$ cat config.mk
export PLATFORM = sky130hd
export DESIGN_NAME = self_program_flash_control
export DESIGN_NICKNAME = d
export VERILOG_FILES = /design/src/design/spm_pkg.sv /design/src/design/page_buf_if.sv /design/src/design/self_program_flash_control.sv /design/src/design/spm_op_timer.sv /design/src/design/spm_page_buffer.sv
export SDC_FILE = /design/constraint.sdc
export NUM_CORES = 1
export LEC_CHECK = 0
export BUFFER_PORTS_ARGS = -buffer_cell sky130_fd_sc_hd__buf_2
export CORE_MARGIN = 4
export CORE_UTILIZATION = 35
export CTS_CLUSTER_DIAMETER = 200
export DETAILED_ROUTE_END_ITERATION = 6
export PLACE_DENSITY = 0.6
export SYNTH_ARGS = -nofsm -noshare
export SYNTH_HDL_FRONTEND = slang
export SYNTH_SLANG_ARGS = --single-unit
$ cat constraint.sdc
create_clock -name clk_sys_i -period 2.9 [get_ports clk_sys_i]
set_input_delay 0.29 -clock clk_sys_i [delete_from_list [all_inputs] [get_ports clk_sys_i]]
set_output_delay 0.29 -clock clk_sys_i [all_outputs]
set_load 0.01 [all_outputs]
$ cat src/design/spm_pkg.sv
// Shared constants for the self-programming flash control block
package spm_pkg;

  // Control and status register placement and fields
  localparam logic [7:0] CTRL_ADDR       = 8'h37;
  localparam logic [7:0] CTRL_RESET      = 8'h00;
  localparam int         BIT_SPMEN       = 0;
  localparam int         BIT_PAGE_ERASE_CMD       = 1;
  localparam int         BIT_PAGE_WRITE_CMD       = 2;
  localparam int         BIT_FUSE_LOCK_READ        = 3;
  localparam int         BIT_PAGE_BUFFER_CLEAR        = 4;
  localparam int         CMD_W           = 5;

  // Accepted patterns of the lower five control bits
  localparam logic [4:0] CMD_STORE       = 5'h01;
  localparam logic [4:0] CMD_ERASE       = 5'h03;
  localparam logic [4:0] CMD_WRITE       = 5'h05;
  localparam logic [4:0] CMD_FUSE_READ   = 5'h09;
  localparam logic [4:0] CMD_CLEAR       = 5'h11;
  localparam logic [4:0] CMD_NONE        = 5'h00;

  // Arming windows in cycles
  localparam logic [2:0] SPM_WINDOW      = 3'h4;
  localparam logic [2:0] LPM_WINDOW      = 3'h3;
  localparam logic [2:0] WIN_ZERO        = 3'h0;

  // Fuse and lock bytes, defaults and field positions
  localparam logic [7:0] LOCK_DEFAULT    = 8'hFF;
  localparam logic [7:0] EXT_DEFAULT     = 8'hFF;
  localparam logic [7:0] HIGH_DEFAULT    = 8'hDF;
  localparam logic [7:0] LOW_DEFAULT     = 8'h6E;
  localparam int         LOCK_BIT_ONE    = 0;
  localparam int         LOCK_BIT_TWO    = 1;
  localparam int         EXT_SELF_PROG   = 0;
  localparam int         HIGH_EEPROM_PRESERVE_FUSE     = 3;

  // Z pointer selection of the byte returned by a fuse read
  localparam logic [1:0] SEL_FUSE_LOW    = 2'h0;
  localparam logic [1:0] SEL_LOCK        = 2'h1;
  localparam logic [1:0] SEL_FUSE_EXT    = 2'h2;
  localparam logic [1:0] SEL_FUSE_HIGH   = 2'h3;

  // Page addressing from the byte-wise Z pointer
  localparam int         WORD_LSB        = 1;
  localparam int         WORD_W          = 5;
  localparam int         PAGE_LSB        = 6;
  localparam int         PAGE_W          = 7;
  localparam int         BUF_DEPTH       = 32;
  localparam int         DATA_W          = 16;

  // Erase and write duration
  localparam int         OP_TIME_NS      = 3700000;
  localparam int         CLK_PERIOD_NS   = 25;
  localparam int         OP_CYCLES       = (OP_TIME_NS + CLK_PERIOD_NS - 1) / CLK_PERIOD_NS;
  localparam int         OP_CNT_W        = 18;

endpackage

$ cat src/design/page_buf_if.sv
// Connection between the sequencer and the temporary page buffer
`timescale 1ns/1ps
interface page_buf_if;
  import spm_pkg::*;
  logic              wr_en;
  logic [WORD_W-1:0] wr_idx;
  logic [DATA_W-1:0] wr_data;
  logic              clr;
  logic [WORD_W-1:0] rd_idx;
  logic [DATA_W-1:0] rd_data;

  modport owner (output wr_en, wr_idx, wr_data, clr, rd_idx, input rd_data);
  modport store (input wr_en, wr_idx, wr_data, clr, rd_idx, output rd_data);
endinterface

$ cat src/design/self_program_flash_control.sv
// Self-programming sequencer, fuse and lock store, and control register
//
// Functional notes
// - Control bits 7 and 5 are reserved and always read zero.
// - Section busy flag at bit 6 always reads zero.
// - Writing the buffer clear command empties the whole temporary page buffer.
// - Load within three cycles of fuse read arming returns byte picked by Z.
// - Page write command plus store writes buffer to page from upper Z.
// - Page write bit clears on completion or after four idle cycles.
// - CPU stays halted for the whole page erase or page write.
// - Page erase command plus store erases page addressed by upper Z.
// - Page erase bit clears on completion or after four idle cycles.
// - Self program enable permits a store only for the next four cycles.
// - Plain enable then store puts R1:R0 into buffer word picked by Z.
// - Enable clears after a store or four idle cycles, held during operations.
// - Only five lower-bit patterns are acted upon; others have no effect.
// - Two lock bits, one is unprogrammed, reset to one only by chip erase.
// - Stores are enabled only when the self program fuse is programmed.
// - Lock mode two blocks flash and EEPROM programming and locks fuses.
// - Lock mode three also blocks verification, and locks fuses.
// - Extended fuse byte: bit 0 self program enable, all defaults one.
// - High fuse byte fields and defaults; only serial download defaults to zero.
// - Chip erase keeps fuses; fuses frozen once lock bit one is programmed.
// - Fuses latched at power-up and programming entry; EEPROM preserve acts at once.
// - Z value 0 low, 1 lock, 2 extended, 3 high selects the read byte.
// - EEPROM write in progress blocks flash programming and fuse reads.
`timescale 1ns/1ps
module self_program_flash_control
  import spm_pkg::*;
#(
  parameter int OP_LEN = OP_CYCLES
) (
  input  wire logic              clk_sys_i,
  input  wire logic              nrst_i,
  input  wire logic [7:0]        io_addr_i,
  input  wire logic              io_wr_i,
  input  wire logic              io_rd_i,
  input  wire logic [7:0]        io_wdata_i,
  output logic      [7:0]        ctrl_rdata_o,
  input  wire logic              spm_exec_i,
  input  wire logic              lpm_exec_i,
  input  wire logic [15:0]       z_ptr_i,
  input  wire logic [15:0]       r1r0_i,
  input  wire logic              eeprom_write_in_progress_i,
  output logic      [7:0]        lpm_data_o,
  output logic                   lpm_valid_o,
  output logic                   cpu_halt_o,
  output logic                   flash_erase_o,
  output logic                   flash_write_o,
  output logic      [PAGE_W-1:0] flash_page_o,
  input  wire logic [WORD_W-1:0] flash_rd_idx_i,
  output logic      [DATA_W-1:0] flash_rd_data_o,
  input  wire logic              prog_mode_i,
  input  wire logic              fuse_wr_i,
  input  wire logic [1:0]        fuse_sel_i,
  input  wire logic [7:0]        fuse_wdata_i,
  input  wire logic              lock_wr_i,
  input  wire logic [7:0]        lock_wdata_i,
  input  wire logic              chip_erase_i,
  output logic      [7:0]        fuse_low_o,
  output logic      [7:0]        fuse_high_o,
  output logic      [7:0]        fuse_ext_o,
  output logic                   eeprom_preserve_fuse_o,
  output logic                   flash_prog_block_o,
  output logic                   flash_verify_block_o,
  output logic                   fuse_locked_o
);

  typedef enum logic [1:0] {
    ST_IDLE,
    ST_ARMED,
    ST_BUSY
  } seq_state_t;

  page_buf_if buf_if ();

  seq_state_t          st;
  seq_state_t          next_st;
  logic [CMD_W-1:0]    cmd;
  logic [CMD_W-1:0]    next_cmd;
  logic [2:0]          win;
  logic [2:0]          next_win;
  logic [7:0]          next_ctrl_rdata;
  logic [7:0]          next_lpm_data;
  logic                next_lpm_valid;
  logic                next_halt;
  logic                next_erase;
  logic                next_write;
  logic [PAGE_W-1:0]   next_page;
  logic                timer_start;
  logic                timer_busy;
  logic                timer_done;
  logic                ctrl_wr;
  logic                cmd_legal;
  logic                spm_allowed;

  logic [7:0]          lock_byte;
  logic [7:0]          fuse_ext;
  logic [7:0]          fuse_high;
  logic [7:0]          fuse_low;
  logic [7:0]          next_lock_byte;
  logic [7:0]          next_fuse_ext;
  logic [7:0]          next_fuse_high;
  logic [7:0]          next_fuse_low;
  logic [7:0]          next_fuse_ext_o;
  logic [7:0]          next_fuse_high_o;
  logic [7:0]          next_fuse_low_o;
  logic                latch_pending;
  logic                prog_mode_q;
  logic                next_prog_mode_q;
  logic                fuse_wr_ok;
  logic                next_prog_block;
  logic                next_verify_block;
  logic                next_fuse_locked;

  spm_page_buffer u_buffer (
    .clk_sys_i (clk_sys_i),
    .nrst_i    (nrst_i),
    .buf_if    (buf_if.store)
  );

  spm_op_timer #(
    .CYCLES (OP_LEN)
  ) u_timer (
    .clk_sys_i (clk_sys_i),
    .nrst_i    (nrst_i),
    .start_i   (timer_start),
    .busy_o    (timer_busy),
    .done_o    (timer_done)
  );

  // Latched fuse copy governs stores, so a fuse change waits for latching
  assign spm_allowed = (fuse_ext_o[EXT_SELF_PROG] == 1'b0);
  assign ctrl_wr     = io_wr_i && (io_addr_i == CTRL_ADDR);
  assign cmd_legal   = (io_wdata_i[CMD_W-1:0] == CMD_STORE) ||
                       (io_wdata_i[CMD_W-1:0] == CMD_ERASE) ||
                       (io_wdata_i[CMD_W-1:0] == CMD_WRITE) ||
                       (io_wdata_i[CMD_W-1:0] == CMD_FUSE_READ) ||
                       (io_wdata_i[CMD_W-1:0] == CMD_CLEAR);

  assign buf_if.rd_idx  = flash_rd_idx_i;
  assign buf_if.wr_idx  = z_ptr_i[WORD_LSB +: WORD_W];
  assign buf_if.wr_data = r1r0_i;

  // Sequencer
  always_comb begin
    next_st         = st;
    next_cmd        = cmd;
    next_win        = win;
    next_lpm_data   = lpm_data_o;
    next_lpm_valid  = 1'b0;
    next_halt       = cpu_halt_o;
    next_erase      = 1'b0;
    next_write      = 1'b0;
    next_page       = flash_page_o;
    timer_start     = 1'b0;
    buf_if.wr_en    = 1'b0;
    buf_if.clr      = 1'b0;
    case (st)
      ST_IDLE: begin
        // Illegal patterns and blocked writes leave everything untouched
        if (ctrl_wr && cmd_legal && spm_allowed && !eeprom_write_in_progress_i) begin
          next_cmd = io_wdata_i[CMD_W-1:0];
          next_win = SPM_WINDOW;
          next_st  = ST_ARMED;
          if (io_wdata_i[CMD_W-1:0] == CMD_CLEAR) begin
            buf_if.clr = 1'b1;
          end
        end
        // A store here finds no armed command and does nothing
      end
      ST_ARMED: begin
        next_win = win - 1'b1;
        if (spm_exec_i && !eeprom_write_in_progress_i) begin
          next_cmd = CMD_NONE;
          next_st  = ST_IDLE;
          case (cmd)
            CMD_STORE: begin
              buf_if.wr_en = 1'b1;
            end
            CMD_ERASE, CMD_WRITE: begin
              // Bits stay set until the timer ends the operation
              next_cmd    = cmd;
              next_st     = ST_BUSY;
              next_halt   = 1'b1;
              timer_start = 1'b1;
              next_erase  = (cmd == CMD_ERASE);
              next_write  = (cmd == CMD_WRITE);
              next_page   = z_ptr_i[PAGE_LSB +: PAGE_W];
            end
            default: begin
              next_cmd = CMD_NONE;
            end
          endcase
        end else if (lpm_exec_i && (cmd == CMD_FUSE_READ) && (win > (SPM_WINDOW - LPM_WINDOW))
                     && !eeprom_write_in_progress_i) begin
          next_lpm_valid = 1'b1;
          next_cmd       = CMD_NONE;
          next_st        = ST_IDLE;
          case (z_ptr_i[1:0])
            SEL_FUSE_LOW:  next_lpm_data = fuse_low_o;
            SEL_LOCK:      next_lpm_data = lock_byte;
            SEL_FUSE_EXT:  next_lpm_data = fuse_ext_o;
            SEL_FUSE_HIGH: next_lpm_data = fuse_high_o;
            default:       next_lpm_data = fuse_low_o;
          endcase
        end else if (win == 3'h1) begin
          // Window expired without a store, all command bits drop
          next_cmd = CMD_NONE;
          next_st  = ST_IDLE;
        end
      end
      ST_BUSY: begin
        next_win = WIN_ZERO;
        if (timer_done) begin
          next_cmd  = CMD_NONE;
          next_halt = 1'b0;
          next_st   = ST_IDLE;
        end
      end
      default: begin
        next_st  = ST_IDLE;
        next_cmd = CMD_NONE;
      end
    endcase
  end

  // Register read: reserved and busy bits are constant zero
  always_comb begin
    next_ctrl_rdata = ctrl_rdata_o;
    if (io_rd_i && (io_addr_i == CTRL_ADDR)) begin
      next_ctrl_rdata = {3'h0, cmd};
    end
  end

  always_ff @(posedge clk_sys_i) begin
    if (!nrst_i) begin
      st              <= ST_IDLE;
      cmd             <= CTRL_RESET[CMD_W-1:0];
      win             <= WIN_ZERO;
      ctrl_rdata_o    <= CTRL_RESET;
      lpm_data_o      <= 8'h00;
      lpm_valid_o     <= 1'b0;
      cpu_halt_o      <= 1'b0;
      flash_erase_o   <= 1'b0;
      flash_write_o   <= 1'b0;
      flash_page_o    <= '0;
      flash_rd_data_o <= '0;
    end else begin
      st              <= next_st;
      cmd             <= next_cmd;
      win             <= next_win;
      ctrl_rdata_o    <= next_ctrl_rdata;
      lpm_data_o      <= next_lpm_data;
      lpm_valid_o     <= next_lpm_valid;
      cpu_halt_o      <= next_halt;
      flash_erase_o   <= next_erase;
      flash_write_o   <= next_write;
      flash_page_o    <= next_page;
      flash_rd_data_o <= buf_if.rd_data;
    end
  end

  // Fuse and lock store; reset stands in for a blank part
  assign fuse_wr_ok = prog_mode_i && lock_byte[LOCK_BIT_ONE];

  always_comb begin
    next_lock_byte    = lock_byte;
    next_fuse_ext     = fuse_ext;
    next_fuse_high    = fuse_high;
    next_fuse_low     = fuse_low;
    next_prog_mode_q  = prog_mode_i;
    next_fuse_ext_o   = fuse_ext_o;
    next_fuse_high_o  = fuse_high_o;
    next_fuse_low_o   = fuse_low_o;
    if (prog_mode_i && chip_erase_i) begin
      next_lock_byte = LOCK_DEFAULT;
    end else if (prog_mode_i && lock_wr_i) begin
      // Lock bits can only move toward programmed
      next_lock_byte = lock_byte & lock_wdata_i;
    end
    if (fuse_wr_ok && fuse_wr_i) begin
      case (fuse_sel_i)
        SEL_FUSE_LOW:  next_fuse_low  = fuse_wdata_i;
        SEL_FUSE_HIGH: next_fuse_high = fuse_wdata_i;
        SEL_FUSE_EXT:  next_fuse_ext  = fuse_wdata_i;
        default:       next_fuse_low  = fuse_low;
      endcase
    end
    // Latch after reset release and on entry to programming mode
    if (latch_pending || (prog_mode_i && !prog_mode_q)) begin
      next_fuse_ext_o  = fuse_ext;
      next_fuse_high_o = fuse_high;
      next_fuse_low_o  = fuse_low;
    end
    next_fuse_locked  = (next_lock_byte[LOCK_BIT_ONE] == 1'b0);
    next_prog_block   = (next_lock_byte[LOCK_BIT_ONE] == 1'b0);
    next_verify_block = (next_lock_byte[LOCK_BIT_ONE] == 1'b0) &&
                        (next_lock_byte[LOCK_BIT_TWO] == 1'b0);
  end

  always_ff @(posedge clk_sys_i) begin
    if (!nrst_i) begin
      lock_byte              <= LOCK_DEFAULT;
      fuse_ext               <= EXT_DEFAULT;
      fuse_high              <= HIGH_DEFAULT;
      fuse_low               <= LOW_DEFAULT;
      fuse_ext_o             <= EXT_DEFAULT;
      fuse_high_o            <= HIGH_DEFAULT;
      fuse_low_o             <= LOW_DEFAULT;
      latch_pending          <= 1'b1;
      prog_mode_q            <= 1'b0;
      eeprom_preserve_fuse_o <= HIGH_DEFAULT[HIGH_EEPROM_PRESERVE_FUSE];
      flash_prog_block_o     <= 1'b0;
      flash_verify_block_o   <= 1'b0;
      fuse_locked_o          <= 1'b0;
    end else begin
      lock_byte              <= next_lock_byte;
      fuse_ext               <= next_fuse_ext;
      fuse_high              <= next_fuse_high;
      fuse_low               <= next_fuse_low;
      fuse_ext_o             <= next_fuse_ext_o;
      fuse_high_o            <= next_fuse_high_o;
      fuse_low_o             <= next_fuse_low_o;
      latch_pending          <= 1'b0;
      prog_mode_q            <= next_prog_mode_q;
      // Preserve fuse bypasses the latch and acts as soon as stored
      eeprom_preserve_fuse_o <= next_fuse_high[HIGH_EEPROM_PRESERVE_FUSE];
      flash_prog_block_o     <= next_prog_block;
      flash_verify_block_o   <= next_verify_block;
      fuse_locked_o          <= next_fuse_locked;
    end
  end

endmodule // self_program_flash_control

$ cat src/design/spm_op_timer.sv
// Duration counter for page erase and page write
`timescale 1ns/1ps
module spm_op_timer
  import spm_pkg::*;
#(
  parameter int CYCLES = OP_CYCLES
) (
  input  wire logic clk_sys_i,
  input  wire logic nrst_i,
  input  wire logic start_i,
  output logic      busy_o,
  output logic      done_o
);

  logic [OP_CNT_W-1:0] cnt;
  logic [OP_CNT_W-1:0] next_cnt;
  logic                next_busy;
  logic                next_done;

  always_comb begin
    next_cnt  = cnt;
    next_busy = busy_o;
    next_done = 1'b0;
    if (!busy_o && start_i) begin
      next_cnt  = OP_CNT_W'(CYCLES - 1);
      next_busy = 1'b1;
    end else if (busy_o) begin
      if (cnt == '0) begin
        next_busy = 1'b0;
        next_done = 1'b1;
      end else begin
        next_cnt = cnt - 1'b1;
      end
    end
  end

  always_ff @(posedge clk_sys_i) begin
    if (!nrst_i) begin
      cnt    <= '0;
      busy_o <= 1'b0;
      done_o <= 1'b0;
    end else begin
      cnt    <= next_cnt;
      busy_o <= next_busy;
      done_o <= next_done;
    end
  end

endmodule // spm_op_timer

$ cat src/design/spm_page_buffer.sv
// Temporary page buffer held in flip-flops
`timescale 1ns/1ps
module spm_page_buffer
  import spm_pkg::*;
(
  input  wire logic clk_sys_i,
  input  wire logic nrst_i,
  page_buf_if.store buf_if
);

  logic [DATA_W-1:0] mem      [BUF_DEPTH];
  logic [DATA_W-1:0] next_mem [BUF_DEPTH];

  genvar g;
  generate
    for (g = 0; g < BUF_DEPTH; g++) begin : g_entry
      always_comb begin
        next_mem[g] = mem[g];
        if (buf_if.clr) begin
          next_mem[g] = 16'hFFFF;
        end else if (buf_if.wr_en && (buf_if.wr_idx == WORD_W'(g))) begin
          next_mem[g] = buf_if.wr_data;
        end
      end

      always_ff @(posedge clk_sys_i) begin
        if (!nrst_i) begin
          mem[g] <= 16'hFFFF;
        end else begin
          mem[g] <= next_mem[g];
        end
      end
    end
  endgenerate

  assign buf_if.rd_data = mem[buf_if.rd_idx];

endmodule // spm_page_buffer

=== Yosys cells after proc, flatten, opt, wreduce, memory -nomap -nowiden ===
Memory sizes are Yosys's and may differ from the RTL's. A register that Yosys moved wholly into a read port is not among the register bits.
Cells that the tools add are included.

* Register bits: 114
* Memories kept: 1
* Bits in writable memories: 512
* Logic and storage cells: 412

{| class="wikitable"
|+ Memory list
! memory !! words !! bits a word !! rd ports !! clocked after memory_dff !! write ports !! RTL line !! text
|-
| u_buffer.mem || 32 || 16 || 1 || 1 || 32 || spm_page_buffer.sv:11 || <nowiki>logic [DATA_W-1:0] mem [BUF_DEPTH];</nowiki>
|}

* Add/subtract/negate cells: 2
* Bitwise operators: 41
* Muxes and demuxes: 138
* Reduce and logical (&&, ||, !) cells: 114
* Magnitude comparators: 1
* Eq/ne operators: 88

{| class="wikitable"
|+ Operator list
! operator !! number
|-
| $mux 16 || 96
|-
| $eq 5x5->1 const B || 17
|-
| $reduce_and 2->1 || 38
|-
| $ne 2x2->1 const B || 34
|-
| $mux 18 || 3
|-
| $eq 5x4->1 const B || 10
|-
| $logic_and 1x1->1 || 48
|-
| $or 1x1->1 || 32
|-
| $pmux 8 s4 || 1
|-
| $eq 5x3->1 const B || 6
|-
| $mux 5 || 6
|-
| $eq 5x2->1 const B || 4
|-
| $mux 1 || 19
|-
| $logic_not 18->1 || 1
|-
| $sub 18x1->18 const B || 1
|-
| $mux 2 || 8
|-
| $eq 5x1->1 const B || 3
|-
| $pmux 5 s3 || 1
|-
| $reduce_and 4->1 || 3
|-
| $eq 2x2->1 const B || 5
|-
| $pmux 3 s3 || 1
|-
| $reduce_and 3->1 || 3
|-
| $and 8x8->8 || 1
|-
| $eq 8x6->1 const B || 1
|-
| 19 further kinds || 42
|}

=== Longest topological paths before layout ===
* Depth after elaboration: 13
* Mapped depth: 9
* Depth with buffers taken out: 7

=== By module ===
From an unflattened synthesis, not the netlist that was laid out.

* Cells, all modules: 2,398
* Area total of the unflattened synthesis: 28,338.4 um^2

{| class="wikitable"
|+ By module, submodules not included
! module !! cells an instance !! times used !! area an instance (um^2) !! sequential area each (um^2)
|-
| spm_page_buffer || 1,819 || 1 || 23,057.1 || 15,374.7
|-
| self_program_flash_control || 459 || 1 || 4,206.5 || 2,202.1
|-
| spm_op_timer || 120 || 1 || 1,074.8 || 400.4
|}

=== Worst setup path after synthesis ===
OpenSTA, ideal clock, no wires.

* Path kind: reg-to-reg
* Start point: reg st[1]
* End point: mem u_buffer.mem[15][0], enable pin
* Stages on the path, launching flop included: 8
* Setup slack: -177 ps
* Arrival time: 2,665 ps
* Clock period less this slack: 3,077 ps
* Path buffers: 1
* Setup time: 411 ps
* Cell sequence: dfxtp_1 inv_1 ha_1 clkbuf_1 nand3b_1 nor4_4 nand3_1 o21ai_0

{| class="wikitable"
|+ RTL lines
! element !! RTL line !! text
|-
| from (decl) || self_program_flash_control.sv:77 || <nowiki>seq_state_t st;</nowiki>
|-
| from (signal assigned) || self_program_flash_control.sv:250 || <nowiki>st <= next_st;</nowiki>
|-
| to (decl) || spm_page_buffer.sv:11 ||
|}

==> results_dict.tcl <==
set metrics [dict create \
    top_level_ports 153 \
    synthXorXnorAreaFrac_pct 0.3563 \
    route.vias.total 18460 \
    count_of_flip_flops_with_a_built_in_enable_after_synthesis 512 \
    routed_via_density 5.363 \
    worstHoldStart "spm_exec_i" \
    hpwl_um 55940 \
    post_synth_inst_count 2029 \
    yosys_register_bits 642 \
    number_of_global_route_vias_before_repair 18800 \
    worst_setup_hold_path_clk_slew_ns 0.06 \
    max_freq_ghz 0.3582 \
    synth_top_cell_area_share_pct 56.85 \
    reg2reg_launch_point "st[0]" \
    height_of_the_die_um 286.0 \
    combinational_family_with_the_most_area_after_synthesis "multiplexers" \
    crit_path_end_kind "flip-flop" \
    clock_sinks 642 \
    path_max_fanout 25 \
    run_status "finished with violations" \
    yosys_warning_total 0 \
    layoutNonFillerInstCount 3442 \
    layout.core_utilization_pct 43.32 \
    postPlaceCellArea_sq_um 30520 \
    failing_checks "max-capacitance violations, max-slew violations" \
    initial_antenna_violation_count 6 \
    clock_tree.buffer_depth 3 \
    synth_simple_gate_area_share_pct 13.44 \
    largest-register "u_buffer.mem" \
    slew_viol_final 26 \
    design.die.area_sq_um 81770 \
    average_instance_area_after_synthesis_sq_um 13.33 \
    chipWidth_um 286.0 \
    post-synth-top-count-cell "sky130_fd_sc_hd__nand2_1" \
    ys_async_sr_fraction_pct 0 \
    fin_hold_ws_ns 0.08580 \
    post_synth_main_area_contributors "sky130_fd_sc_hd__edfxtp_1 (57%), sky130_fd_sc_hd__mux4_2 (11%), sky130_fd_sc_hd__dfxtp_1 (9.6%)" \
    reg2reg_setup_slack_ns 0.11 \
    drt_first_pass_iters 5 \
    std_cell_rows 101 \
    routed_wire_length_per_instance_um 24.62 \
    fin_worst_skew_ns 0.03235 \
    core_area_sq_um 76200 \
    globalRoute.totalOverflow 0 \
    tightestPinTransition_ns 1.736 \
    totalPowerFinal_mw 19.67 \
    placed_cells_incl_taps 3281 \
    period_minus_slack_ns 2.792 \
    dominantRegCellSynth "sky130_fd_sc_hd__edfxtp_1" \
    mappedNetlistArea_sq_um 27040 \
    post_synth_mux_area_share_pct 14.36 \
    synth_area_leader_cell "sky130_fd_sc_hd__edfxtp_1" \
    p_leak_nw 9.717 \
    cap_viol_max_count 1 \
    data_required_time_at_the_worst_endpoint_ns 3.20 \
    endpoint "u_buffer.mem[2][13]" \
    clockRootBuffer "sky130_fd_sc_hd__clkbuf_16" \
    vdd.ir_drop.worst_uv 358.5 \
    startpoint_type "flip-flop" \
    p_per_area_nw_per_um2 595.8 \
    setup_repair_after_global_routing_missed_its_margin "no" \
    num-nets-final 2441 \
    clock_tree_from_tritoncts "yes" \
    h-tree-depth 3 \
    area_delta_synth_final_pct 22.08 \
    numPortBuffers 143 \
    final.period_utilization_pct 96.28 \
    synth_common_cells "sky130_fd_sc_hd__nand2_1 (646), sky130_fd_sc_hd__edfxtp_1 (512), sky130_fd_sc_hd__mux4_2 (136)" \
    synth_compound_gate_area_share_pct 3.012 \
    worstHoldPathType "input pin to flip-flop" \
    post_synth_fa_ha_maj_area_fraction_pct 0.3239 \
    cp.arrival_ns 3.09 \
    largestRegisters "u_buffer.mem x512, u_timer.cnt x18, flash_rd_data_o x16" \
    timing.rr.end "u_buffer.mem[2][13]" \
    final_hold_viol_count 0 \
    detail-route-antenna-nets 0 \
    place.gp.congestion 0.8925 \
    first_iter_violations 2105 \
    crit_start "st[0]" \
    grt.total_usage_pct 20.35 \
    clkLatencyLatePin_ns 0.63 \
    final_wirelength_um 84730 \
    timing.reg2reg.worst_path_depth 7 \
    critical_path_class "flip-flop to flip-flop" \
    starting_density_pct 35.49 \
    number_of_setup_buffers_added_after_cts 0 \
    largest_net_degree_at_the_start_of_global_routing 59 \
    yosysSeqAreaShare_pct 66.48 \
    final-setup-viol-count 0 \
    slew_headroom_pct -15.87 \
    drc_errors 0 \
    cts_buffers 68 \
    finalInstanceArea_sq_um 33010 \
    largest_register_ffs 512 \
    distinct_cell_type_count_of_the_synthesized_netlist 57 \
    drive_gt1_share_pct 26.31 \
    global_route_wire_length_before_repair_um 122800 \
]
[logic make-up after synthesis]
kind of cell               count (synthesis)
and+or+nand+nor                          885
DFF                                      642
muxes                                    218
buffers and inverters                    140
AOI/OAI and AO/OA                        125
xor gates and xnor gates                  11
adders and majority gates                  7
other                                      1
[critical path: stages (launching register included)]
cell and delay [ns]:
sky130_fd_sc_hd__dfxtp_1 0.36, sky130_fd_sc_hd__inv_1 0.09, sky130_fd_sc_hd__ha_1 0.25, sky130_fd_sc_hd__nand3_1 0.10, sky130_fd_sc_hd__nor2_2 0.06, sky130_fd_sc_hd__buf_12 0.16, sky130_fd_sc_hd__nor2_2 1.31, sky130_fd_sc_hd__nand2_1 0.15
[placed cells by master, fill, tap and decap left out, types with 9 or more instances in the layout]
| master | instances |
|---|---|
| sky130_fd_sc_hd__o21ai_2 | 32 |
| sky130_fd_sc_hd__nand3_1 | 54 |
| sky130_fd_sc_hd__buf_4 | 185 |
| sky130_fd_sc_hd__o221ai_1 | 16 |
| sky130_fd_sc_hd__dlygate4sd3_1 | 29 |
| sky130_fd_sc_hd__clkbuf_16 | 70 |
| sky130_fd_sc_hd__buf_12 | 18 |
| sky130_fd_sc_hd__a21oi_1 | 21 |
| sky130_fd_sc_hd__clkinv_1 | 9 |
| sky130_fd_sc_hd__dfxtp_1 | 130 |
| sky130_fd_sc_hd__nor2_1 | 96 |
| sky130_fd_sc_hd__mux2i_1 | 82 |
| sky130_fd_sc_hd__nor2_4 | 9 |
| sky130_fd_sc_hd__edfxtp_1 | 512 |
| sky130_fd_sc_hd__nand2_1 | 646 |
| sky130_fd_sc_hd__mux4_2 | 136 |
| sky130_fd_sc_hd__o21ai_0 | 14 |
| sky130_fd_sc_hd__inv_1 | 13 |
| sky130_fd_sc_hd__o22a_1 | 16 |
| sky130_fd_sc_hd__clkbuf_1 | 20 |
| sky130_fd_sc_hd__nor3_1 | 18 |
| sky130_fd_sc_hd__buf_2 | 141 |
[layout make-up]
class	count	area [sq um]
fillers	6924	43190
flip-flops and latches	642	17980
multi-input cells	1251	8735
repair buffers	375	2768
clock buffers	98	1937
well taps	1030	1289
clock inverters	26	241.5
inverters	14	52.55
diodes	6	15.01
[repair_timing]
| action | in CTS | in global routing |
|---|---|---|
| endpoints found under the setup margin | 0 | 25 |
| hold endpoints to repair | 46 | 0 |
| hold buffers | 29 | 0 |
| gates resized for setup | 0 | 0 |
[through the flow]
| stage | setup TNS, ns | worst slack (ns) |
|---|---|---|
| CTS | 0 | 0.08118 |
| finish | 0 | 0.1079 |
| floorplan | -69.69 | -0.1766 |
| detailed placement | 0 | 0.1217 |
| global route | 0 | 0.004442 |
| global placement | 0 | 0.1798 |
[where the power goes]
| part | internal [mW] | switching (mW) | leakage, nW | total (mW) |
|---|---|---|---|---|
| combinational | 0.392 | 0.820 | 4.14 | 1.21 |
| sequential | 9.95 | 0.0382 | 4.52 | 9.99 |
| clock | 4.79 | 3.68 | 1.05 | 8.47 |
[routing by layer]
metal / track usage [%] / vias to the layer above / wire [um]
met5: 0 / - / 30
met4: 8.009 / 4 / 3686
met3: 3.785 / 204 / 8168
met2: 34.01 / 955 / 40740
met1: 26.38 / 9223 / 32110
li1: - / 8073 / -
[worst min path at each step]
stage	to	cells after the start
3_5_place_dp	fuse_low[4]	2
4_1_cts	lpm_valid_o	4
5_1_grt	lpm_valid_o	4
6_report	lpm_valid_o	4
3_3_place_gp	fuse_low_o[4]	2
2_1_floorplan	prog_mode_q	1
Power figures use the tool's default switching activity.
